File: src/include/flpp_pkg.sv
// flpp_pkg: addresses, control fields, reset values, state types
// assumes a 16-bit byte address space and an 8-bit data path
package flpp_pkg;

  // ****************************************
  // address map
  // ****************************************
  localparam logic [15:0] CTRL_ADDR = 16'hFE08;
  localparam logic [15:0] PROT_ADDR = 16'hFFF0;
  localparam logic [15:0] USER_LO   = 16'h7800;
  localparam logic [15:0] USER_HI   = 16'h7FEF;
  localparam logic [15:0] ARR_HI    = 16'h7FFF;
  localparam logic [15:0] VEC_LO    = 16'hFFF0;

  // lowest locked address per protect bit
  localparam logic [15:0] PROT_LO0  = 16'h7800;
  localparam logic [15:0] PROT_LO1  = 16'h7880;
  localparam logic [15:0] PROT_LO2  = 16'h7900;
  localparam logic [15:0] PROT_LO3  = 16'h7A00;

  // erase block masks (cared address bits cleared)
  localparam logic [15:0] BLK_HALF  = 16'h03FF;
  localparam logic [15:0] BLK_EIGHT = 16'h003F;
  localparam logic [15:0] BLK_ROW   = 16'h0007;

  // ****************************************
  // control register fields and values
  // ****************************************
  localparam int B_PGM  = 0;
  localparam int B_ERS  = 1;
  localparam int B_MRG  = 2;
  localparam int B_HV   = 3;
  localparam int B_BLK0 = 4;
  localparam int B_BLK1 = 5;
  localparam int B_FDIV = 6;

  localparam logic [7:0] ERASED_BYTE = 8'h00;
  localparam logic [7:0] UNMAPPED_RD = 8'h00;

  // ****************************************
  // timing counts in bus cycles
  // ****************************************
  localparam logic [3:0] RD_LAT       = 4'h1;
  localparam logic [3:0] MARGIN_EXTRA = 4'h8;

  // ****************************************
  // decode and types
  // ****************************************
  function automatic logic in_array(input logic [15:0] a);
    return ((a >= USER_LO) && (a <= ARR_HI)) || (a >= VEC_LO);
  endfunction

  typedef enum logic [2:0] {
    S_IDLE = 3'h1,
    S_ARR  = 3'h2,
    S_ACK  = 3'h4
  } flpp_fsm_t;

endpackage

File: src/hw/flpp_ctrl.sv
// flpp_ctrl: flash program / erase sequencer with block protection
// assumes an 8-bit Avalon-MM master and an array answering reads in one cycle
//
// How it works
// - an erased array byte reads back as zero
// - programming works on one byte at a time
// - program select arms capture of next array address and data
// - margin mode reads take eight extra bus cycles
// - unrelated bus traffic between steps keeps the operation alive
// - reading the protect byte captures it for the range check
// - locked target clears program or erase select, blocking hv
// - protect byte of zeros leaves the whole array open
// - bits three and two lock from 7A00 or 7900 plus vectors
// - bits one and zero lock from 7880 or 7800 plus vectors
// - several protect bits lock the union of their ranges
// - test high voltage on the pin bypasses all protection
// - the protect byte lives in the array at FFF0
// - margin select is refused and dropped while hv is on
// - program and erase select are never both set
// - pump divider zero gives bus clock, one gives half
//
// The implementer's own choices: the Avalon-MM interface to the registers and the register addresses.
`timescale 1ns/1ns
module flpp_ctrl #(
  parameter logic [3:0] P_MARGIN_EXTRA = flpp_pkg::MARGIN_EXTRA
) (
  // clock, reset, enable
  input  wire logic        i_mclk,
  input  wire logic        i_rst_n,
  input  wire logic        i_ce,
  // avalon-mm slave
  input  wire logic [15:0] i_avs_address,
  input  wire logic        i_avs_read,
  input  wire logic        i_avs_write,
  input  wire logic [7:0]  i_avs_writedata,
  output logic [7:0]       o_avs_readdata,
  output logic             o_avs_waitrequest,
  // test voltage detect pin
  input  wire logic        i_test_high_voltage,
  // array read port
  output logic             o_arr_rd,
  output logic [15:0]      o_arr_addr,
  input  wire logic [7:0]  i_arr_rdata,
  // array program / erase control
  output logic             o_program_select,
  output logic             o_erase_select,
  output logic [1:0]       o_erase_blk,
  output logic             o_margin_read,
  output logic             o_high_voltage_enable,
  output logic             o_pump_clk_en,
  output logic [15:0]      o_pgm_addr,
  output logic [7:0]       o_pgm_data
);

  // ****************************************
  // state
  // ****************************************
  typedef struct packed {
    flpp_pkg::flpp_fsm_t st;
    logic                wreq;
    logic [7:0]          rdata;
    logic [15:0]         raddr;
    logic                rd_strb;
    logic                rd_dly;
    logic [3:0]          cnt;
    logic                program_select;
    logic                ers;
    logic                mrg;
    logic                high_voltage_enable;
    logic                blk0;
    logic                blk1;
    logic                fdiv;
    logic                adr_v;
    logic [15:0]         cap_addr;
    logic [7:0]          cap_data;
    logic                prot_v;
    logic [3:0]          prot;
    logic                pump;
  } flpp_st_t;

  localparam flpp_st_t ST_RST = '{
    st:      flpp_pkg::S_IDLE,
    wreq:    1'b1,
    rdata:   flpp_pkg::UNMAPPED_RD,
    raddr:   16'h0000,
    cnt:     4'h0,
    cap_addr: 16'h0000,
    cap_data: 8'h00,
    prot:    4'h0,
    default: 1'b0
  };

  flpp_st_t r;
  flpp_st_t n;

  logic       tst_hv;
  logic       locked;
  logic [7:0] ctrl_rd;
  logic       wr_p;
  logic       wr_e;

  // ****************************************
  // helpers
  // ****************************************
  function automatic logic is_ctrl(input logic [15:0] a);
    return a == flpp_pkg::CTRL_ADDR;
  endfunction

  function automatic logic selected(input logic p, input logic e);
    return p || e;
  endfunction

  // pump divide by one or two
  function automatic logic pump_next(input logic hv, input logic div, input logic cur);
    if (!hv) begin
      return 1'b0;
    end
    return div ? !cur : 1'b1;
  endfunction

  // ****************************************
  // pin synchroniser
  // ****************************************
  flpp_sync3 u_tst_sync (
    .i_mclk  (i_mclk),
    .i_rst_n (i_rst_n),
    .i_ce    (i_ce),
    .i_pin   (i_test_high_voltage),
    .o_level (tst_hv)
  );

  // ****************************************
  // protection check
  // ****************************************
  flpp_prot_chk u_prot (
    .i_prot   (r.prot),
    .i_bypass (tst_hv),
    .i_addr   (r.cap_addr),
    .i_erase  (r.ers),
    .i_blk    ({r.blk1, r.blk0}),
    .o_locked (locked)
  );

  // ****************************************
  // control readback
  // ****************************************
  always_comb begin
    ctrl_rd                   = 8'h00;
    ctrl_rd[flpp_pkg::B_PGM]  = r.program_select;
    ctrl_rd[flpp_pkg::B_ERS]  = r.ers;
    ctrl_rd[flpp_pkg::B_MRG]  = r.mrg;
    ctrl_rd[flpp_pkg::B_HV]   = r.high_voltage_enable;
    ctrl_rd[flpp_pkg::B_BLK0] = r.blk0;
    ctrl_rd[flpp_pkg::B_BLK1] = r.blk1;
    ctrl_rd[flpp_pkg::B_FDIV] = r.fdiv;
  end

  assign wr_p = i_avs_writedata[flpp_pkg::B_PGM];
  assign wr_e = i_avs_writedata[flpp_pkg::B_ERS];

  // ****************************************
  // next state
  // ****************************************
  always_comb begin
    n         = r;
    n.rd_strb = 1'b0;
    n.rd_dly  = r.rd_strb;

    case (r.st)
      flpp_pkg::S_IDLE: begin
        if (i_avs_write) begin
          if (is_ctrl(i_avs_address)) begin
            if (!(wr_p && wr_e)) begin
              n.program_select = wr_p;
              n.ers = wr_e;
            end
            n.blk0 = i_avs_writedata[flpp_pkg::B_BLK0];
            n.blk1 = i_avs_writedata[flpp_pkg::B_BLK1];
            n.fdiv = i_avs_writedata[flpp_pkg::B_FDIV];
            // hv only for an open target
            if (i_avs_writedata[flpp_pkg::B_HV]) begin
              n.high_voltage_enable = selected(n.program_select, n.ers) && r.prot_v
                       && r.adr_v && !locked;
            end else begin
              n.high_voltage_enable = 1'b0;
            end
            n.mrg = i_avs_writedata[flpp_pkg::B_MRG]
                    && !r.high_voltage_enable && !n.high_voltage_enable;
          end else if (flpp_pkg::in_array(i_avs_address)) begin
            if (selected(r.program_select, r.ers) && !r.adr_v) begin
              n.cap_addr = i_avs_address;
              n.cap_data = i_avs_writedata;
              n.adr_v    = 1'b1;
            end
          end
          n.wreq = 1'b0;
          n.st   = flpp_pkg::S_ACK;
        end else if (i_avs_read) begin
          if (is_ctrl(i_avs_address)) begin
            n.rdata = ctrl_rd;
            n.wreq  = 1'b0;
            n.st    = flpp_pkg::S_ACK;
          end else if (flpp_pkg::in_array(i_avs_address)) begin
            n.raddr   = i_avs_address;
            n.rd_strb = 1'b1;
            if (r.mrg) begin
              n.cnt = 4'(flpp_pkg::RD_LAT + P_MARGIN_EXTRA);
            end else begin
              n.cnt = flpp_pkg::RD_LAT;
            end
            n.st = flpp_pkg::S_ARR;
          end else begin
            n.rdata = flpp_pkg::UNMAPPED_RD;
            n.wreq  = 1'b0;
            n.st    = flpp_pkg::S_ACK;
          end
        end
      end

      flpp_pkg::S_ARR: begin
        // array data stand only the cycle after the strobe
        if (r.rd_dly) begin
          n.rdata = i_arr_rdata;
          if (r.raddr == flpp_pkg::PROT_ADDR) begin
            n.prot   = i_arr_rdata[3:0];
            n.prot_v = 1'b1;
          end
        end
        if (r.cnt == 4'h0) begin
          n.wreq = 1'b0;
          n.st   = flpp_pkg::S_ACK;
        end else begin
          n.cnt = r.cnt - 4'h1;
        end
      end

      flpp_pkg::S_ACK: begin
        n.wreq = 1'b1;
        n.st   = flpp_pkg::S_IDLE;
      end

      default: begin
        n.wreq = 1'b1;
        n.st   = flpp_pkg::S_IDLE;
      end
    endcase

    if (selected(r.program_select, r.ers) && r.prot_v && r.adr_v && locked) begin
      n.program_select  = 1'b0;
      n.ers  = 1'b0;
      n.high_voltage_enable = 1'b0;
    end

    if (!selected(n.program_select, n.ers)) begin
      n.high_voltage_enable   = 1'b0;
      n.adr_v  = 1'b0;
      n.prot_v = 1'b0;
    end

    if (n.high_voltage_enable) begin
      n.mrg = 1'b0;
    end

    // pump follows hv in the same cycle
    n.pump = pump_next(n.high_voltage_enable, n.fdiv, r.pump);
  end

  // ****************************************
  // registers
  // ****************************************
  always_ff @(posedge i_mclk or negedge i_rst_n) begin
    if (!i_rst_n) begin
      r <= ST_RST;
    end else if (i_ce) begin
      r <= n;
    end
  end

  // ****************************************
  // outputs
  // ****************************************
  assign o_avs_readdata        = r.rdata;
  assign o_avs_waitrequest     = r.wreq;
  assign o_arr_rd              = r.rd_strb;
  assign o_arr_addr            = r.raddr;
  assign o_program_select      = r.program_select;
  assign o_erase_select        = r.ers;
  assign o_erase_blk           = {r.blk1, r.blk0};
  assign o_margin_read         = r.mrg;
  assign o_high_voltage_enable = r.high_voltage_enable;
  assign o_pump_clk_en         = r.pump;
  assign o_pgm_addr            = r.cap_addr;
  assign o_pgm_data            = r.cap_data;

endmodule // flpp_ctrl

File: src/hw/flpp_sync3.sv
// flpp_sync3: three-stage synchroniser for an asynchronous pin level
// assumes a slow level input; output moves when stages two and three agree
`timescale 1ns/1ns
module flpp_sync3 (
  // clock and reset
  input  wire logic i_mclk,
  input  wire logic i_rst_n,
  input  wire logic i_ce,
  // pin in, level out
  input  wire logic i_pin,
  output logic      o_level
);

  typedef struct packed {
    logic q1;
    logic q2;
    logic q3;
    logic lvl;
  } flpp_sync_t;

  flpp_sync_t r;
  flpp_sync_t nxt;

  // ****************************************
  // stages
  // ****************************************
  always_comb begin
    nxt    = r;
    nxt.q1 = i_pin;
    nxt.q2 = r.q1;
    nxt.q3 = r.q2;
    if (r.q2 == r.q3) begin
      nxt.lvl = r.q3;
    end
  end

  always_ff @(posedge i_mclk or negedge i_rst_n) begin
    if (!i_rst_n) begin
      r <= '0;
    end else if (i_ce) begin
      r <= nxt;
    end
  end

  assign o_level = r.lvl;

endmodule // flpp_sync3

File: src/hw/flpp_prot_chk.sv
// flpp_prot_chk: decides whether a pending program or erase is locked
// assumes a captured protect byte and a captured target address
`timescale 1ns/1ns
module flpp_prot_chk (
  // protect state
  input  wire logic [3:0]  i_prot,
  input  wire logic        i_bypass,
  // pending operation
  input  wire logic [15:0] i_addr,
  input  wire logic        i_erase,
  input  wire logic [1:0]  i_blk,
  // verdict
  output logic             o_locked
);

  logic [15:0] lo;
  logic [15:0] mask;
  logic [15:0] base;
  logic [15:0] top;

  always_comb begin
    if (i_prot[0]) lo = flpp_pkg::PROT_LO0;
    else if (i_prot[1]) lo = flpp_pkg::PROT_LO1;
    else if (i_prot[2]) lo = flpp_pkg::PROT_LO2;
    else lo = flpp_pkg::PROT_LO3;
    case (i_blk)
      2'h1:    mask = flpp_pkg::BLK_HALF;
      2'h2:    mask = flpp_pkg::BLK_EIGHT;
      2'h3:    mask = flpp_pkg::BLK_ROW;
      default: mask = 16'h0000;
    endcase
    if (!i_erase) mask = 16'h0000;
    base = i_addr & ~mask;
    top  = i_addr | mask;
    if (i_bypass) o_locked = 1'b0;
    else if (i_prot == 4'h0) o_locked = 1'b0;
    else if (i_addr >= flpp_pkg::VEC_LO) o_locked = 1'b1;
    else if (i_erase && (i_blk == 2'h0)) o_locked = 1'b1;
    else o_locked = (top >= lo) && (base <= flpp_pkg::USER_HI);
  end

endmodule // flpp_prot_chk

File: config.mk
export PLATFORM = sky130hd
export DESIGN_NAME = flpp_ctrl
export DESIGN_NICKNAME = d
export VERILOG_FILES = /design/src/include/flpp_pkg.sv /design/src/hw/flpp_ctrl.sv /design/src/hw/flpp_sync3.sv /design/src/hw/flpp_prot_chk.sv
export SDC_FILE = /design/constraint.sdc
export NUM_CORES = 1
export LEC_CHECK = 0
export ABC_CLOCK_PERIOD_IN_PS = 4070
export BUFFER_PORTS_ARGS = -buffer_cell sky130_fd_sc_hd__buf_2
export CAP_MARGIN = 20
export CORE_MARGIN = 5
export CORE_UTILIZATION = 54
export CTS_CLUSTER_SIZE = 14
export DETAILED_ROUTE_END_ITERATION = 16
export PLACE_DENSITY = 0.79
export SYNTH_ARGS = -nofsm -noshare
export SYNTH_HDL_FRONTEND = slang
export SYNTH_HIERARCHICAL = 1
export SYNTH_SLANG_ARGS = --single-unit
File: constraint.sdc
create_clock -name i_mclk -period 4.07 [get_ports i_mclk]
set_input_delay 0.407 -clock i_mclk [delete_from_list [all_inputs] [get_ports i_mclk]]
set_output_delay 0.407 -clock i_mclk [all_outputs]
set_load 0.1 [all_outputs]
== Yosys cells after proc, flatten, opt, wreduce, memory -nomap -nowiden ==
Cells that the tools add are included.

* Bits in registers: 76
* Output and inout port bits: 57
* Word-level logic and storage cells: 157

* $add $sub $neg: 1
* Magnitude comparators: 6
* Eq/ne operators: 26
* Mux-type cells: 54
* Bitwise logic cells: 5
* Reduce and logical (&&, ||, !) cells: 41

{| class="wikitable"
|+ Operators with widths
! kind !! number
|-
| two-way mux 25 bit || 4
|-
| two-way mux 32 bit || 2
|-
| two-way mux 17 bit || 2
|-
| == test 16 bit (second input constant) || 2
|-
| greater-or-equal comparator 16 bit (second input constant) || 2
|-
| <= comparator 16 x 15 -> 1 bit (second input constant) || 2
|-
| two-way mux 16 bit || 2
|-
| two-way mux 4 bit || 8
|-
| case mux 10 bit (3 select lines) || 1
|-
| two-way mux 29 bit || 1
|-
| != test 2 bit (second input constant) || 13
|-
| AND reduction 6 bit || 4
|-
| two-way mux 10 bit || 2
|-
| AND reduction 4 bit || 5
|-
| bitwise AND 16 bit || 1
|-
| greater-or-equal comparator 16 x 15 -> 1 bit (second input constant) || 1
|-
| greater-or-equal comparator 16 bit || 1
|-
| two-way mux 1 bit || 16
|-
| NOT 10 -> 16 bit || 1
|-
| OR 16 x 10 -> 16 bit || 1
|-
| case mux 4 bit (2 select lines) || 2
|-
| case mux 8 bit (2 select lines) || 1
|-
| two-way mux 5 bit || 3
|-
| logical AND 1 bit || 13
|-
| 24 further kinds || 43
|}

== Longest topological paths before layout ==
* Depth after elaboration: 27
* Gate-level depth with buffers: 13
* Depth with buffers taken out: 13

== Hierarchy ==
The synthesis kept the hierarchy.

{| class="wikitable"
|+ By module, submodules not included
! module !! instances !! cells each !! area an instance (um2) !! seq. area each (um2)
|-
| flpp_ctrl || 1 || 306 || 3612.2 || 1804.2
|-
| flpp_prot_chk || 1 || 38 || 269.0 || 0.0
|-
| flpp_sync3 || 1 || 12 || 155.1 || 100.1
|}

== Worst setup path before layout ==
No wires, ideal clock.

* Path type: flip-flop to flip-flop
* From: register r (netlist bit o_erase_select)
* To: register r (netlist bit o_margin_read)
* Library setup time: 0.121 ns
* Arrival: 3.332 ns
* Slack: 0.617 ns
* Cell stages (with the launch flop): 12
* Buffers on the path: 0
* Cells stage by stage: dfrtp_1 > a21oi_1 > ha_1 > and4b_1 > o2111ai_1 > nand4b_1 > and3_1 > nand4b_1 > a211o_1 > or3_1 > a2111o_1 > a31o_1

* Cells in the longest elaborated chain, start to end: 22

{| class="wikitable"
|+ RTL lines
! what !! RTL line !! text
|-
| start: declaration || flpp_ctrl.sv:93 || <nowiki>flpp_st_t r;</nowiki>
|-
| start signal: assignment || flpp_ctrl.sv:275 || <nowiki>r <= n;</nowiki>
|-
| two-way mux 10 bit || flpp_prot_chk.sv:32 || <nowiki>if (!i_erase) mask = 16'h0000;</nowiki>
|-
| NOT 10 -> 16 bit || flpp_prot_chk.sv:33 || <nowiki>base = i_addr & ~mask;</nowiki>
|-
| bitwise AND 16 bit || flpp_prot_chk.sv:33 ||
|-
| <= comparator 16 x 15 -> 1 bit || flpp_prot_chk.sv:39 || <nowiki>else o_locked = (top >= lo) && (base <= flpp_pkg::USER_HI);</nowiki>
|-
| logical AND 1 bit || flpp_prot_chk.sv:39 ||
|-
| two-way mux 1 bit (*) || flpp_prot_chk.sv:38 || <nowiki>else if (i_erase && (i_blk == 2'h0)) o_locked = 1'b1;</nowiki>
|-
| two-way mux 1 bit (*) || flpp_prot_chk.sv:37 || <nowiki>else if (i_addr >= flpp_pkg::VEC_LO) o_locked = 1'b1;</nowiki>
|-
| two-way mux 1 bit (*) || flpp_prot_chk.sv:36 || <nowiki>else if (i_prot == 4'h0) o_locked = 1'b0;</nowiki>
|-
| [... 1 more ...] || -- ||
|-
| named net locked || flpp_ctrl.sv:97 || <nowiki>logic locked;</nowiki>
|-
| [... 5 more ...] || -- ||
|-
| two-way mux 1 bit || flpp_ctrl.sv:169 || <nowiki>case (r.st)</nowiki>
|-
| two-way mux 7 bit || flpp_ctrl.sv:172 || <nowiki>if (is_ctrl(i_avs_address)) begin</nowiki>
|-
| two-way mux 32 bit || flpp_ctrl.sv:171 || <nowiki>if (i_avs_write) begin</nowiki>
|-
| two-way mux 32 bit || flpp_ctrl.sv:169 ||
|-
| two-way mux 1 bit || flpp_ctrl.sv:248 || <nowiki>if (selected(r.program_select, r.ers) && r.prot_v && r.adr_v && locked) begin</nowiki>
|-
| two-way mux 1 bit || flpp_ctrl.sv:254 || <nowiki>if (!selected(n.program_select, n.ers)) begin</nowiki>
|-
| nonzero test 2 bit (no source line) || -- ||
|-
| AND reduction 4 bit (no source line) || -- ||
|}

The timed path passes the listed nets; every way through them passes the cells marked *. The select of a mux whose other input is x is not followed.
A chain may end at the register's enable or synchronous reset.

== Worst setup path in the final report ==
* From: register r (netlist bit o_erase_blk[1])
* To: register r (netlist bit o_margin_read)

* Cells in the longest elaborated chain, start to end: 24

{| class="wikitable"
|+ RTL lines
! what !! RTL line !! text
|-
| == test 2 bit or == test 2 x 1 -> 1 bit (tied branches) || flpp_prot_chk.sv:26 || <nowiki>case (i_blk)</nowiki>
|-
| case mux 10 bit (3 select lines) || flpp_prot_chk.sv:26 ||
|-
| two-way mux 10 bit || flpp_prot_chk.sv:32 ||
|-
| NOT 10 -> 16 bit || flpp_prot_chk.sv:33 ||
|-
| bitwise AND 16 bit || flpp_prot_chk.sv:33 ||
|-
| <= comparator 16 x 15 -> 1 bit || flpp_prot_chk.sv:39 ||
|-
| logical AND 1 bit || flpp_prot_chk.sv:39 ||
|-
| two-way mux 1 bit (*) || flpp_prot_chk.sv:38 ||
|-
| [... 3 more ...] || -- ||
|-
| named net locked || flpp_ctrl.sv:97 ||
|-
| [... 5 more ...] || -- ||
|-
| two-way mux 1 bit || flpp_ctrl.sv:169 ||
|-
| two-way mux 7 bit || flpp_ctrl.sv:172 ||
|-
| two-way mux 32 bit || flpp_ctrl.sv:171 ||
|-
| two-way mux 32 bit || flpp_ctrl.sv:169 ||
|-
| two-way mux 1 bit || flpp_ctrl.sv:248 ||
|-
| two-way mux 1 bit || flpp_ctrl.sv:254 ||
|-
| nonzero test 2 bit (no source line) || -- ||
|-
| AND reduction 4 bit (no source line) || -- ||
|}

Marked as above.

==> results.cfg <==
[synth]
ys_types = 60
dominantRegCellSynth = dfrtp_1
syn_avg_cell_area_um2 = 11.3
synth_top_area_cell = dfrtp_1
yosysSeqAreaShare = 0.472
synthCells = 356
synthTopCellsByArea = dfrtp_1, mux2_2, buf_4, ha_1, a22o_1
synth_area_um2 = 4040
synth-edff-count = 0
synth_fp_nets = 401
synthArstFlopShare = 1.00
ys_warn_count = 6
yosysMostFrequentCell = dfrtp_1
synth_top_area_share = 0.459
synth-seq-cells = 76
synth.top_cells.by_count = dfrtp_1, buf_4, mux2_2

[pwr]
p_leak_nw = 2.35
clockPowerShare = 0.241
net-switching-power_w = 0.000988
intPower_w = 0.00129
p_sw_frac = 0.434
power_frac_comb = 0.353
irDropWorstVdd_uv = 533
p_seq_frac = 0.406
power_density_nw_per_um2 = 515

[sta]
max_freq_mhz = 299
fin_crit_ps = 3340
tns_ps = 0
setup_viol = 0
slew_violations = 0
period_share = 0.821
worst_pin_slew_ps = 1020
rsz0062_at_grt = false
finalHoldViolCount = 0
whs_ps = 201
skew_ps = 7.27
slew_headroom = 0.322

[worst_setup_path]
cp.required_ps = 4310
critPathKind = reg -> reg
start_kind = flip-flop
crit_fanout = 5
cp-end-kind = flip-flop
arrival_ps = 3590

[hold_path]
hold_path_class = in -> async

[run_status]
status = completed

[final_layout]
nets = 449
fin_area_um2 = 4420
final_cells = 507
insertedDiodeCount = 0
syn_to_final_growth_pct = 9.52
drive_above_1_share = 0.436

[clocking]
postCtsHoldBufs = 0
cts_resized = 0
insertion_delay_ps = 350
root_buffer = clkbuf_8
cts_tree = built
cts_buffer_depth = 2
clk_pin_slew_ps = 80
cts_setup_buffers = 0
cts_buffers = 9
htreeDepth = 3
clock-sinks = 76

[detailed_routing]
drt-initial-drc-count = 119
vias = 2771
avgRoutedWirePerCell_um = 17.5
wirelength_mm = 8.85
drc = 0
viasPerCell = 5.47
drt_first_pass_iters = 4
ant_nets = 0

[floorplanning]
die_w_um = 96.5
dieArea_um2 = 9300
die-height_um = 96.5
start_util = 0.556
pin_count = 95
rows = 31
core_um2 = 7250

[global_routing]
track_usage = 0.206
grt_pass1_wl_mm = 14.5
grt_max_degree = 77
grt_pass1_vias = 2846
grt_overflow = 0
antenna_found_initial = 0

[flow_run]
drv_cap = 0

[place]
dp_hpwl_mm = 6.76
dp_cells = 492
placed_cell_area_um2 = 4240
place.port_buffers = 94
place_congestion = 0.889
cell usage in the layout (no fill, tap or decap), drive strengths merged, types with 8 or more instances in the layout:
cell type,n
mux2,49
clkbuf,10
nor2,14
o21ai,16
inv,17
nand2b,8
buf,97
dfrtp,74
a22o,9
nand4,9
nand2,9
state kept, by name (all words and copies together), names as in the netlist:
register / count
o_avs_readdata: 8
ctrl_rd: 1
u_tst_sync/nxt: 2
o_arr_rd: 1
u_tst_sync/r: 1
o_avs_waitrequest: 1
o_high_voltage_enable: 1
o_pump_clk_en: 1
o_arr_addr: 16
o_program_select: 1
o_pgm_data: 8
o_margin_read: 1
o_erase_select: 1
r: 14
u_tst_sync/o_level: 1
o_erase_blk: 2
o_pgm_addr: 16
path summary, 6_finish.rpt:
kind | startpoint | to | slack [ps] | depth (start not counted)
worst max register to register | o_erase_blk[1] | o_margin_read | 730 | 13
worst min register to register | o_pgm_addr[11] | o_pgm_addr[11] | 490 | 1
min in group i_mclk | i_test_high_voltage | u_tst_sync/nxt[2] | 290 | 2
max in group asynchronous | i_rst_n | ctrl_rd[6] | 3260 | 1
worst max-delay path | o_erase_blk[1] | o_margin_read | 730 | 13
worst min-delay path | i_rst_n | o_pgm_addr[12] | 200 | 1
per-stage QoR:
stage | power [W] | util | setup slack [ps]
finish | 0.00228 | 0.609 | 728
global route | 0.00237 | 0.609 | 517
CTS | 0.00229 | 0.609 | 740
detailed placement | 0.00175 | 0.584 | 752
global placement | 0.00173 | 0.584 | 897
floorplan | 0.00167 | - | 617
kinds of logic (layout without fill, tap and decap cells):
group	Yosys count	in the layout	share of synthesized area
buf+inv	77	129	0.121
compound gates	63	63	0.114
fa+ha+maj	7	7	0.0217
mux	50	50	0.139
simple gates	83	83	0.132
flops	76	76	0.472
final cells by class:
| class | count | area, µm² |
|---|---|---|
| repair buffers | 97 | 495 |
| inverters | 17 | 63.8 |
| fillers | 615 | 2830 |
| clock inverters | 5 | 53.8 |
| multi-input cells | 203 | 1650 |
| well taps | 99 | 124 |
| flip-flops and latches | 76 | 1900 |
| clock buffers | 10 | 128 |
per-layer routing:
layer  up-vias  global-route usage  part of all wire
met3         8              0.0511             0.056
met1      1352               0.269              0.44
met4         0              0.0689             0.011
met5         -                   0                 0
li1       1342                   -                 -
met2        69               0.336              0.49
power groups by stage:
stage	sequential (W)	clock, W	combinational, W
final	0.000924	0.000548	0.000803
after global routing	0.000938	0.000592	0.000841
after CTS	0.000925	0.000556	0.000807
after detailed placement	0.000939	0	0.000807
after global placement	0.000934	0	0.000798
after floorplan	0.000954	0	0.000718
critical path, stage by stage, from the launching register on:
cell,delay (ps)
dfrtp_1,390
inv_1,90
ha_1,240
a21o_1,200
ha_1,290
and4b_1,210
o2111ai_1,90
nand4b_1,150
and3_1,200
nand4b_1,170
a211o_1,240
or3_1,300
a2111o_1,450
a31o_1,230
No activity file was read; power rests on OpenSTA's default activity.
